[config.mk]
export PLATFORM = sky130hd
export DESIGN_NAME = mbt_ctrl_words
export DESIGN_NICKNAME = d
export VERILOG_FILES = /design/src/mbt_pkg.sv /design/src/mbt_ctrl_words.sv /design/src/mbt_mark_gate.sv /design/src/mbt_scram_gate.sv
export SDC_FILE = /design/constraint.sdc
export NUM_CORES = 1
export LEC_CHECK = 0
export BUFFER_PORTS_ARGS = -buffer_cell sky130_fd_sc_hd__buf_4
export CAP_MARGIN = 20
export CORE_MARGIN = 2
export CORE_UTILIZATION = 50
export CTS_CLUSTER_SIZE = 16
export DETAILED_ROUTE_END_ITERATION = 10
export GPL_ROUTABILITY_DRIVEN = 0
export PLACE_DENSITY = 0.78
export SLEW_MARGIN = 10
export SYNTH_ARGS = -nofsm -noshare
export SYNTH_HDL_FRONTEND = slang
export SYNTH_HIERARCHICAL = 1
export SYNTH_SLANG_ARGS = --single-unit
[constraint.sdc]
create_clock -name ref_clk -period 1.6 [get_ports ref_clk]
set_input_delay 0.32 -clock ref_clk [delete_from_list [all_inputs] [get_ports ref_clk]]
set_output_delay 0.32 -clock ref_clk [all_outputs]
set_load 0.01 [all_outputs]
[src/mbt_pkg.sv]
// package: word addresses, field positions, reset values and modes
package mbt_pkg;
  // ********************************************************
  // word addresses in internal ram and reset values
  // ********************************************************
  localparam logic [8:0]  ADDR_TONE_WORD  = 9'h1fc;
  localparam logic [8:0]  ADDR_BUF_WORD   = 9'h1fd;
  localparam logic [15:0] RST_TONE_WORD   = 16'h0080;
  localparam logic [15:0] RST_BUF_WORD    = 16'h0000;
  // ********************************************************
  // buffer control word field positions
  // ********************************************************
  localparam int BUF_FRAMING_BIT   = 7;
  localparam int BUF_TX_SCR_OFF    = 3;
  localparam int BUF_TX_MARK_HOLD  = 2;
  localparam int BUF_RX_DSCR_OFF   = 1;
  localparam int BUF_RX_MARK_HOLD  = 0;
  localparam logic [15:0] BUF_HIGH_MASK = 16'hff00;
  // ********************************************************
  // tone word field positions
  // ********************************************************
  localparam int TONE_HIT_A        = 15;
  localparam int TONE_HIT_B        = 14;
  localparam int TONE_CASCADE      = 13;
  localparam int TONE_DIAL_SEL     = 7;
  localparam int TONE_SQR_BYPASS   = 5;
  localparam int TONE_TIMED        = 4;
  localparam int TONE_DIGIT_MSB    = 3;
  localparam logic [15:0] TONE_HW_MASK = 16'hc000;
  // ********************************************************
  // configuration modes and digits
  // ********************************************************
  localparam logic [3:0] MODE_CLEAR_HITS = 4'h2;
  localparam logic [3:0] MODE_DIALING    = 4'h3;
  localparam logic [3:0] DIGIT_STAR      = 4'ha;
  localparam logic [3:0] DIGIT_HASH      = 4'hb;
  localparam logic [3:0] DIGIT_MAX_PULSE = 4'h9;
  // dial method decode, one-hot
  typedef enum logic [2:0] {
    DIAL_IDLE  = 3'b001,
    DIAL_DTMF  = 3'b010,
    DIAL_PULSE = 3'b100
  } mbt_dial_t;
endpackage : mbt_pkg

[src/mbt_ctrl_words.sv]
// buffer control and tone/dial control words with their datapath effects
`timescale 1ns/1ps
module mbt_ctrl_words (
  input  wire logic        ref_clk,      // 20 MHz clock
  input  wire logic        rst,          // async reset, high
  input  wire logic        ramWrite,     // host indirect write strobe
  input  wire logic        ramRead,      // host indirect read strobe
  input  wire logic [8:0]  ramAddr,      // indirect word address
  input  wire logic [15:0] ramWrData,    // indirect write data
  output logic      [15:0] ramRdData,    // read data, registered
  output logic             ramHit,       // address maps here
  input  wire logic        modeWrite,    // host writes config mode
  input  wire logic [3:0]  modeValue,    // config mode value
  input  wire logic        parallelSel,  // parallel transfer selected
  input  wire logic        pskMode,      // 1200/2400 psk/qam mode
  input  wire logic        rawHitA,      // detector A (or cascade) hit
  input  wire logic        rawHitB,      // detector B hit
  input  wire logic        txHostBit,    // tx data from host
  input  wire logic        txScrBit,     // tx data after scrambler
  input  wire logic        rxLineBit,    // rx data, descrambled
  input  wire logic        rxRawBit,     // rx data, not descrambled
  output logic             txBit,        // bit to modulator
  output logic             rxBit,        // bit to host
  output logic             txScrActive,  // scrambler in use
  output logic             rxDscrActive, // descrambler in use
  output logic             hdlcFraming,  // hdlc framing engaged
  output logic             cascadeOn,    // biquads cascaded
  output logic             squarerOff,   // squarer bypassed
  output logic             dtmfDial,     // dial with DTMF
  output logic             pulseDial,    // dial with pulses
  output logic             timedDial,    // timed dialing
  output logic      [3:0]  dialDigit,    // digit to dial
  output logic             digitValid    // digit legal for method
);
  // ********************************************************
  // storage and decode
  // ********************************************************
  logic [15:0] bufWord;   // buffer control word
  logic [15:0] toneWord;  // tone detect and dial word
  logic        curMode3;  // config mode is dialing
  logic        txMid;     // tx after scramble select
  logic        rxMid;     // rx after descramble select
  wire selBuf;            // write to buffer word
  wire selTone;           // write to tone word
  wire clrHits;           // mode 2 written
  wire setA;              // detector A event
  wire setB;              // detector B event
  wire [15:0] next_tone;  // tone word next value
  mbt_pkg::mbt_dial_t dialMethod; // dial method decode

  assign selBuf  = ramWrite & (ramAddr == mbt_pkg::ADDR_BUF_WORD);
  assign selTone = ramWrite & (ramAddr == mbt_pkg::ADDR_TONE_WORD);
  assign ramHit  = (ramAddr == mbt_pkg::ADDR_BUF_WORD) |
                   (ramAddr == mbt_pkg::ADDR_TONE_WORD);
  assign clrHits = modeWrite & (modeValue == mbt_pkg::MODE_CLEAR_HITS);
  // detectors run on this clock, so their hits need no synchroniser
  assign setA    = rawHitA;
  assign setB    = rawHitB;
  // host owns the low bits; hit flags are set by hardware, set beats clear
  assign next_tone = {
    setA | (toneWord[mbt_pkg::TONE_HIT_A] & ~clrHits),
    setB | (toneWord[mbt_pkg::TONE_HIT_B] & ~clrHits),
    (selTone ? ramWrData[13:0] : toneWord[13:0])};

  always_ff @(posedge ref_clk or posedge rst) begin
    if (rst)         bufWord <= mbt_pkg::RST_BUF_WORD;
    else if (selBuf) bufWord <= ramWrData;
  end

  // tone word reset, write and event update
  always_ff @(posedge ref_clk or posedge rst) begin
    if (rst) toneWord <= mbt_pkg::RST_TONE_WORD;
    else     toneWord <= next_tone;
  end

  // remember the mode so dialing follows the last config write
  always_ff @(posedge ref_clk or posedge rst) begin
    if (rst)            curMode3 <= 1'b0;
    else if (modeWrite) curMode3 <= (modeValue == mbt_pkg::MODE_DIALING);
  end

  // zero for a stray address keeps a stale word from looking valid
  // registered read path, unmapped reads return zero
  always_ff @(posedge ref_clk or posedge rst) begin
    if (rst) ramRdData <= 16'h0000;
    else if (ramRead) begin
      ramRdData <= (ramAddr == mbt_pkg::ADDR_BUF_WORD)  ? bufWord  :
                   (ramAddr == mbt_pkg::ADDR_TONE_WORD) ? toneWord :
                   16'h0000;
    end
  end

  // ********************************************************
  // buffer word effects
  // ********************************************************
  // framing only in parallel mode
  assign hdlcFraming = parallelSel & bufWord[mbt_pkg::BUF_FRAMING_BIT];

  // tx scrambler bypass, overrides sequence select
  mbt_scram_gate txScr (
    .ref_clk (ref_clk),
    .rst     (rst),
    .psk     (pskMode),
    .bypass  (bufWord[mbt_pkg::BUF_TX_SCR_OFF]),
    .plain   (txHostBit),
    .coded   (txScrBit),
    .bitOut  (txMid),
    .active  (txScrActive)
  );
  mbt_scram_gate rxScr (
    .ref_clk (ref_clk),
    .rst     (rst),
    .psk     (pskMode),
    .bypass  (bufWord[mbt_pkg::BUF_RX_DSCR_OFF]),
    .plain   (rxRawBit),
    .coded   (rxLineBit),
    .bitOut  (rxMid),
    .active  (rxDscrActive)
  );
  mbt_mark_gate txMark (
    .ref_clk (ref_clk),
    .rst     (rst),
    .hold    (bufWord[mbt_pkg::BUF_TX_MARK_HOLD]),
    .bitIn   (txMid),
    .bitOut  (txBit)
  );
  mbt_mark_gate rxMark (
    .ref_clk (ref_clk),
    .rst     (rst),
    .hold    (bufWord[mbt_pkg::BUF_RX_MARK_HOLD]),
    .bitIn   (rxMid),
    .bitOut  (rxBit)
  );

  // ********************************************************
  // tone word effects
  // ********************************************************
  // cascade; combined hit arrives on rawHitA
  assign cascadeOn  = toneWord[mbt_pkg::TONE_CASCADE];
  assign squarerOff = cascadeOn & toneWord[mbt_pkg::TONE_SQR_BYPASS];
  assign timedDial  = toneWord[mbt_pkg::TONE_TIMED];
  // digit field, 0-9 keys then star, hash, A-D
  assign dialDigit  = toneWord[mbt_pkg::TONE_DIGIT_MSB:0];
  // the digit is passed on as stored; legality is judged below

  always_comb begin
    dialMethod = mbt_pkg::DIAL_IDLE;
    if (curMode3) begin
      if (toneWord[mbt_pkg::TONE_DIAL_SEL]) dialMethod = mbt_pkg::DIAL_DTMF;
      else dialMethod = mbt_pkg::DIAL_PULSE;
    end
  end

  // one-hot method decode to outputs
  always_comb begin
    dtmfDial  = 1'b0;
    pulseDial = 1'b0;
    case (dialMethod)
      mbt_pkg::DIAL_IDLE:  dtmfDial = 1'b0;
      mbt_pkg::DIAL_DTMF:  dtmfDial = 1'b1;
      mbt_pkg::DIAL_PULSE: pulseDial = 1'b1;
      default:             dtmfDial = 1'b0;
    endcase
  end

  // pulse digits above nine flagged by digitValid; pulseDial stays set
  assign digitValid = ~pulseDial | (dialDigit <= mbt_pkg::DIGIT_MAX_PULSE);

  // short names for watched fields keep the properties readable
  wire flagA    = toneWord[mbt_pkg::TONE_HIT_A];       // detector A flag
  wire flagB    = toneWord[mbt_pkg::TONE_HIT_B];       // detector B flag
  wire dialSel  = toneWord[mbt_pkg::TONE_DIAL_SEL];    // dtmf requested
  wire framing  = bufWord[mbt_pkg::BUF_FRAMING_BIT];   // framing bit
  wire txHold   = bufWord[mbt_pkg::BUF_TX_MARK_HOLD];  // tx mark hold
  wire rxHold   = bufWord[mbt_pkg::BUF_RX_MARK_HOLD];  // rx mark hold
  wire txScrOff = bufWord[mbt_pkg::BUF_TX_SCR_OFF];    // tx bypass bit
  wire rxScrOff = bufWord[mbt_pkg::BUF_RX_DSCR_OFF];   // rx bypass bit
endmodule : mbt_ctrl_words

[src/mbt_mark_gate.sv]
// forces a serial bit to mark while hold is set
`timescale 1ns/1ps
module mbt_mark_gate (
  input  wire logic ref_clk,  // clock
  input  wire logic rst,      // async reset, high
  input  wire logic hold,     // force marks
  input  wire logic bitIn,    // data bit in
  output logic      bitOut    // registered bit out
);
  // ********************************************************
  // gate register
  // ********************************************************
  // mark is binary one, so reset idles the line at mark
  always_ff @(posedge ref_clk or posedge rst) begin
    if (rst) bitOut <= 1'b1;
    else     bitOut <= hold | bitIn;
  end
endmodule : mbt_mark_gate

[src/mbt_scram_gate.sv]
// selects scrambled or plain data path per bypass control in psk/qam modes
`timescale 1ns/1ps
module mbt_scram_gate (
  input  wire logic ref_clk,  // clock
  input  wire logic rst,      // async reset, high
  input  wire logic psk,      // psk/qam mode active
  input  wire logic bypass,   // scrambler bypass request
  input  wire logic plain,    // unscrambled bit
  input  wire logic coded,    // scrambled bit
  output logic      bitOut,   // registered selected bit
  output logic      active    // scrambling in use
);
  wire useCoded;  // bypass only acts in psk/qam modes
  assign useCoded = ~(bypass & psk);
  // ********************************************************
  // select register
  // ********************************************************
  always_ff @(posedge ref_clk or posedge rst) begin
    if (rst) begin
      bitOut <= 1'b1;
      active <= 1'b0;
    end else begin
      bitOut <= useCoded ? coded : plain;
      active <= useCoded;
    end
  end
endmodule : mbt_scram_gate

**Yosys cells after proc, flatten, opt, wreduce, memory -nomap -nowiden**

Index checks and enable logic that the tools add are counted.

- Flip-flop bits (word level): 55
- Input bits: 42
- Output and inout bits: 32
- Logic and storage cells: 45

- Order comparisons: 1
- Eq/ne operators: 6
- Muxes and demuxes: 8
- Bitwise logic cells: 19

Operators with widths:

| operator | number |
|---|---|
| $mux W16 | 2 |
| $eq A9 B9 Y1 const B | 2 |
| $and A1 B1 Y1 | 9 |
| $eq A4 B2 Y1 const B | 2 |
| $mux W3 | 2 |
| $or A1 B1 Y1 | 6 |
| $le A4 B4 Y1 const B | 1 |
| $mux W1 | 4 |
| $not A1 Y1 | 4 |
| $eq A3 B2 Y1 const B | 1 |
| $eq A3 B3 Y1 const B | 1 |

**Depth between registers and ports, before layout**

Gate-level depths: netlist (run 1).

- Depth after elaboration: 6
- Gate-level depth with buffers: 5
- Depth with buffers taken out: 3

**Hierarchy**

Netlist (run 1), hierarchy kept.

By module, submodules not included:

| module | instances | cells an instance | area an instance (µm²) | sequential area each (µm²) |
|---|---|---|---|---|
| mbt_ctrl_words | 1 | 177 | 2,227.1 | 1,227.4 |
| mbt_scram_gate | 2 | 5 | 76.3 | 51.3 |
| mbt_mark_gate | 2 | 3 | 36.3 | 26.3 |

**Worst setup path before layout (run 1)**

OpenSTA, ideal clock, no wires.

- Path type: in2out
- Start: input ramAddr[1]
- End: output ramHit
- Arrival: 1.187 ns
- Required time: 1.280 ns
- Setup slack: 0.093 ns
- Cell stages on the path: 5
- Buffers on the path: 2
- Cell sequence: nand4b_4 > or2_2 > buf_2 > buf_6 > inv_1

- Cells in the longest elaborated chain, start to end: 2
- Elaborated cells between the ends (all ways): 3
- Those cells by class: eq/ne: 2; bitwise: 1

Ends and longest elaborated chain:

| what | RTL line | source |
|---|---|---|
| from (decl) | mbt_ctrl_words.sv:8 | `input wire logic [8:0] ramAddr,` |
| $eq A9 B9 Y1 (on tied branches) | mbt_ctrl_words.sv:53, mbt_ctrl_words.sv:54 |  |
| $or A1 B1 Y1 (*) | mbt_ctrl_words.sv:53 | `assign ramHit = (ramAddr == mbt_pkg::ADDR_BUF_WORD) \|` |
| to (decl) | mbt_ctrl_words.sv:11 | `output logic ramHit,` |

Every way passes the cells marked *; elsewhere a longest branch is shown, timed or not.

**Worst setup path after layout (run 1)**

Same ends and word-level chain as after synthesis.

==> results of run 1 <==
==> area by class of cell <==
cell class	instances	share of cell area (%)
Tap cell	67	2.61
Inverter	24	2.80
Timing Repair Buffer	81	19.8
Clock inverter	3	2.10
Clock buffer	5	2.14
Sequential cell	55	43.0
Multi-Input combinational cell	101	27.6
==> sequential cells by signal, indices dropped and copies added, names as in the netlist <==
signal,flops
bufWord,16
txScr/active,1
toneWord,16
txScr/bitOut,1
rxScr/bitOut,1
ramRdData,16
rxMark/bitOut,1
curMode3,1
txMark/bitOut,1
rxScr/active,1
==> layer usage <==
layer	vias to the layer above	global-route usage, %	share of wire (%)
li1	795	-	-
met4	0	5.25	0.90
met1	814	25.0	43
met3	5	3.79	5.0
met5	-	0	0
met2	51	32.2	51
==> path summary, 6_finish.rpt <==
| kind | from | to | slack (ns) | cells past startpoint |
|---|---|---|---|---|
| worst max-delay path | ramAddr[1] | ramHit | 0.12 | 5 |
| worst min-delay path | rawHitA | toneWord[15] | 0.19 | 2 |
| worst max register to register | toneWord[2] | ramRdData[2] | 0.65 | 3 |
| worst min register to register | toneWord[14] | toneWord[14] | 0.49 | 1 |
| max in group asynchronous | rst | ramRdData[0] | 0.55 | 4 |
| min in group asynchronous | rst | txScr/active | 0.46 | 3 |
==> worst register-to-register path, stage by stage, from the launching register on <==
cell	delay, ns
dfrtp_1	0.43
mux2_2	0.28
nand2_1	0.07
o22ai_1	0.06
==> synth_stat cells, drive strengths merged <==
cell / n / area share, %
nor2: 1 / 0.15
nand4: 1 / 0.51
buf: 11 / 3.5
dfstp: 5 / 5.4
or2: 3 / 0.77
nand4b: 1 / 0.97
o22ai: 16 / 4.1
inv: 24 / 3.7
nor3: 1 / 0.66
clkbuf: 2 / 0.31
nor3b: 1 / 0.31
and2: 3 / 0.77
nand3: 1 / 0.20
a21o: 2 / 0.61
o211ai: 1 / 0.31
nand2: 19 / 3.1
o21ai: 1 / 0.20
mux2: 48 / 22
nor4: 1 / 0.87
dfrtp: 50 / 51
nand3b: 1 / 0.31
==> cell usage in the layout (no fill, tap or decap) <==
cell type and n:
buf_4 78, dfrtp_1 50, mux2_2 45, inv_1 23, nand2_1 17, o22ai_1 16, clkbuf_8 5, dfstp_2 5
and2_1 3, a21o_1 2, bufinv_16 2, buf_12 2, or2_1 2, nand2_2 2, mux2_4 2, nand4b_4 1
nand4_2 1, nor3_4 1, mux2_1 1, or2_2 1, nor3b_1 1, nand3b_1 1, nor2_1 1, o211ai_1 1
inv_2 1, nand3_1 1, o21ai_0 1, nor4_4 1, clkinvlp_4 1, dlygate4sd3_1 1
==> metrics by stage <==
stage	util, %	total power [W]	std cells
2_1_floorplan	-	0.00157	193
3_5_place_dp	65.0	0.00170	327
3_3_place_gp	65.0	0.00169	327
5_1_grt	68.1	0.00283	336
6_report	68.1	0.00273	336
4_1_cts	68.1	0.00276	336
==> power breakdown <==
| group | internal [W] | switching [W] |
|---|---|---|
| Clock | 0.000624 | 0.000436 |
| Sequential | 0.00142 | 0.0000164 |
| Combinational | 0.000131 | 0.000103 |
==> cell families after synthesis <==
logic type      Yosys count  share of synthesized area, %
flops                    55                          56.4
buf+inv                  37                          7.45
compound gates           20                          5.20
mux                      48                          22.3
simple gates             33                          8.62
==> impl_metrics.toml, run 1 <==
[cts]
cts_made_buffers = 5
cts.repair.resized = 0
clkTransAtPathRegs_ns = 0.10
cts_tree = "yes"
clk_path_buf_depth = 2
clockRootBuffer = "clkbuf_8"
hold_buffers = 1
clk_latency_ns = 0.30
htree_levels = 2
post-cts-setup-buffer-count = 0
cts_sinks = 55

[sta]
fin_hold_ws_ns = 0.188
grt_setup_unrepaired = "no"
hold_viol_final = 0
clock-skew-final_ns = 0.00515
fin_crit_ns = 1.48
finalMaxSlewViolations = 0
setup_viol = 0
fin_crit_sh_pct = 92.7
fin_tns_setup_ns = 0
max_freq_mhz = 674
worstMarginPinSlew_ns = 0.318
maxSlewHeadroom_pct = 78.8
setup_slack_ns = 0.117

[logic_synthesis]
yosysUniqueCellTypes = 28
ys_ff_latch = 55
syn_nets = 235
yosysWarnings = 6
ys_seq_area_share_pct = 56.4
synth_area_per_cell_um2 = 12.7
syn_inst = 193
syn_area_um2 = 2450

[power_and_ir_drop]
cellLeakagePower_nw = 1.60
powerDensity_nw_per_um2 = 849
ir_drop_v = 0.000418

[flow_run]
maxCapViolations = 0

[detailed_routing]
totalWireLength_mm = 4.88
post-route-drc-count = 0
drtAntennaViolNets = 0
firstDrtPassIters = 4
via_per_inst = 4.96
num_vias = 1665
first_iter_violations = 63
routedWlPerCell_um = 14.5

[layout]
multi_input_area_um2 = 887
final-seq-area_um2 = 1380
finalNetCount = 310
num-fill-cells = 397
antennaDiodeCount = 0
drive_gt1_share_pct = 55.0
design_area_um2 = 3220
area_growth_pct = 31.1

[place]
dp_hpwl_mm = 3.60
placed_area_um2 = 3070
port_buffers = 73
place_ws_ns = 0.0397

[floorplanning]
die-height_um = 74.0
die_area_um2 = 5480
start_util_pct = 51.9
rows = 25
coreArea_um2 = 4720
io-pin-count = 74
chipWidth_um = 74.0

[setup_path]
cpLargestDelayFamily = "simple AND/OR/NAND/NOR gates"
path_cells = "buf_4 > nand4b_4 > or2_2 > inv_1 > buf_4"
crit_slowest_cell = "or2_2"
worst_ep_arrival_time_ns = 1.16
path_max_fanout = 3
critical_path_class = "in -> out"
crit_path_max_incr_delay_ns = 0.36
start_kind = "input port"
crit_top_cell = "buf_4"
required_ns = 1.28
critPathBufInv = 3
end_kind = "primary output"

[worst_hold_path]
hp-class = "in -> reg"

[grt]
grt_pass1_wl_mm = 7.82
grt_usage_pct = 19.0
grt_max_degree = 37
grt_pass1_vias = 1695
grt_overflow = 0
antenna_found_initial = 0

[status]
status = "completed"
(Power assumes the default switching activity.)
==> run 2, diff against run 1 <==
--- a/config.mk
+++ b/config.mk
@@ -5,14 +5,13 @@
 export SDC_FILE = /design/constraint.sdc
 export NUM_CORES = 1
 export LEC_CHECK = 0
-export BUFFER_PORTS_ARGS = -buffer_cell sky130_fd_sc_hd__buf_4
 export CAP_MARGIN = 20
 export CORE_MARGIN = 2
 export CORE_UTILIZATION = 50
 export CTS_CLUSTER_SIZE = 16
 export DETAILED_ROUTE_END_ITERATION = 10
+export DONT_BUFFER_PORTS = 1
 export GPL_ROUTABILITY_DRIVEN = 0
-export PLACE_DENSITY = 0.78
 export SLEW_MARGIN = 10
 export SYNTH_ARGS = -nofsm -noshare
 export SYNTH_HDL_FRONTEND = slang
==> constraint.sdc (replaced) <==
create_clock -name ref_clk -period 1.6 [get_ports ref_clk]
set_input_delay 0.08 -clock ref_clk [delete_from_list [all_inputs] [get_ports ref_clk]]
set_output_delay 0.08 -clock ref_clk [all_outputs]
set_load 0.01 [all_outputs]
==> run 2 against run 1 <==
Compared with the run above:
- combinational power is 23% lower
- via count is 9.6% lower
- cell count decreased by 15%
- clock-buffer cell count is 2 higher
- register-to-register slack lost 0.48 ns
- wire length is 0.49% higher
- hold slack lost 0.18 ns
- die area unchanged
- worst setup slack better by 0.054 ns
- flip-flop and latch count unchanged
- total power is 14% lower
- sequential power hardly changed
- critical path type is now reg -> reg
==> impl_metrics.toml, run 2 (synthesized netlist as in run 1, its figures left out) <==
[status]
status = "completed"

[cts]
clockRootBuffer = "clkbuf_8"
post-cts-setup-buffer-count = 0
clk_path_buf_depth = 2
htree_levels = 2
cts_tree = "yes"
cts.repair.resized = 0
cts_sinks = 55
cts_made_buffers = 5
clk_latency_ns = 0.30
clkTransAtPathRegs_ns = 0.09

[place]
dp_hpwl_mm = 3.20
place_inst = 250
port_buffers = 0
placed_area_um2 = 2480

[layout]
mostFrequentLayoutCell = "dfrtp_1"
final_cell_mix = "50 x dfrtp_1, 45 x mux2_2, 27 x dlygate4sd3_1, 23 x inv_1, 17 x nand2_1"
area_growth_pct = 16.6
design_area_um2 = 2860
drive_gt1_share_pct = 32.0
finalNetCount = 260
top_regs = "bufWord: 16 flops, ramRdData: 16 flops, toneWord: 16 flops"
fin_cells = 287
fin_util_pct = 60.6
num-fill-cells = 380

[sta]
worstMarginPinSlew_ns = 0.511
maxSlewHeadroom_pct = 65.8
max_freq_mhz = 700
hold_viol_final = 0
fin_crit_sh_pct = 89.3
fin_tns_setup_ns = 0
fin_crit_ns = 1.43
finalMaxSlewViolations = 0
grt_setup_unrepaired = "no"
setup_viol = 0
clock-skew-final_ns = 0.00593

[floorplanning]
coreArea_um2 = 4720
chipWidth_um = 74.0
start_util_pct = 51.9
rows = 25
die_area_um2 = 5480
die-height_um = 74.0
io-pin-count = 74

[grt]
antenna_found_initial = 1
grt_pass1_wl_mm = 7.89
grt_usage_pct = 19.4
grt_overflow = 0
grt_pass1_vias = 1640
grt_max_degree = 33

[power_and_ir_drop]
switching_power_w = 0.000514
switching_share_pct = 21.9
internal-power_w = 0.00183
clockPowerShare_pct = 30.8
seqPwrFrac_pct = 61.5
powerDensity_nw_per_um2 = 821
ir_drop_v = 0.000388
cellLeakagePower_nw = 1.32
combPwrFrac_pct = 7.7

[detailed_routing]
num_vias = 1505
drtAntennaViolNets = 0
via_per_inst = 5.24
post-route-drc-count = 0
routedWlPerCell_um = 17.1
firstDrtPassIters = 4
totalWireLength_mm = 4.91
first_iter_violations = 126

[setup_path]
worst_ep_arrival_time_ns = 1.66
path_max_fanout = 3
critical_path_class = "reg -> reg"
start_kind = "flip-flop"
end_kind = "flip-flop"
r2r_cells = 3
required_ns = 1.83

[worst_hold_path]
min_delay_path_depth = 2
hp-class = "in -> reg"

[flow_run]
maxCapViolations = 0
## run 2: power groups by stage
stage          combinational, W  sequential, W  clock (W)
2_1_floorplan          0.000107        0.00146          0
3_3_place_gp          0.0000999        0.00147          0
3_5_place_dp           0.000104        0.00147          0
4_1_cts                0.000175        0.00144   0.000748
5_1_grt                0.000200        0.00145   0.000813
6_report               0.000181        0.00144   0.000724
## run 2: area by class of cell
type	count	area (µm²)	share of cell area, %
Clock buffer	7	76.3	2.67
Inverter	24	90.1	3.15
Sequential cell	55	1380	48.3
Timing Repair Buffer	31	333	11.6
Tap cell	67	83.8	2.93
Multi-Input combinational cell	101	887	31.0
Clock inverter	1	5.00	0.175
Antenna cell	1	2.50	0.0875
## run 2: stage by stage
step	setup WS, ns	hold WS (ns)	total power [W]
final	0.171	0.0113	0.00235
after CTS	0.144	0.000976	0.00237
after global routing	0.131	0.00771	0.00246
after floorplan	0.342	-0.180	0.00157
after detailed placement	0.312	-0.174	0.00157
after global placement	0.360	-0.176	0.00157
## run 2: worst paths after layout
check                                 from            end  slack (ns)
worst max-delay path            bufWord[1]   rxScr/bitOut        0.17
worst min-delay path             modeWrite   toneWord[15]        0.01
worst max register to register  bufWord[1]   rxScr/bitOut        0.17
worst min register to register  bufWord[0]  rxMark/bitOut        0.49
max in group asynchronous              rst   toneWord[12]        0.74
min in group asynchronous              rst   txScr/active        0.17
## run 2: routing by layer
| metal | part of all wire, % | routed length (µm) | GRT usage [%] | vias up |
|---|---|---|---|---|
| met4 | 1.9 | 95 | 7.88 | 0 |
| met3 | 7.1 | 350 | 6.23 | 10 |
| met2 | 50 | 2440 | 31.7 | 58 |
| met5 | 0 | 0 | 0 | - |
| met1 | 41 | 2020 | 23.9 | 743 |
| li1 | - | - | - | 694 |
## run 2: critical path, cell delays in order (launching register included)
cell and delay (ns):
dfrtp_1 0.42, nand2_2 0.10, mux2_4 0.29, dlygate4sd3_1 0.56
## run 2: what timing repair did
action	4_1_cts	5_1_grt
hold buffers	27	0
hold endpoints to repair	79	0
setup endpoints to repair	0	0
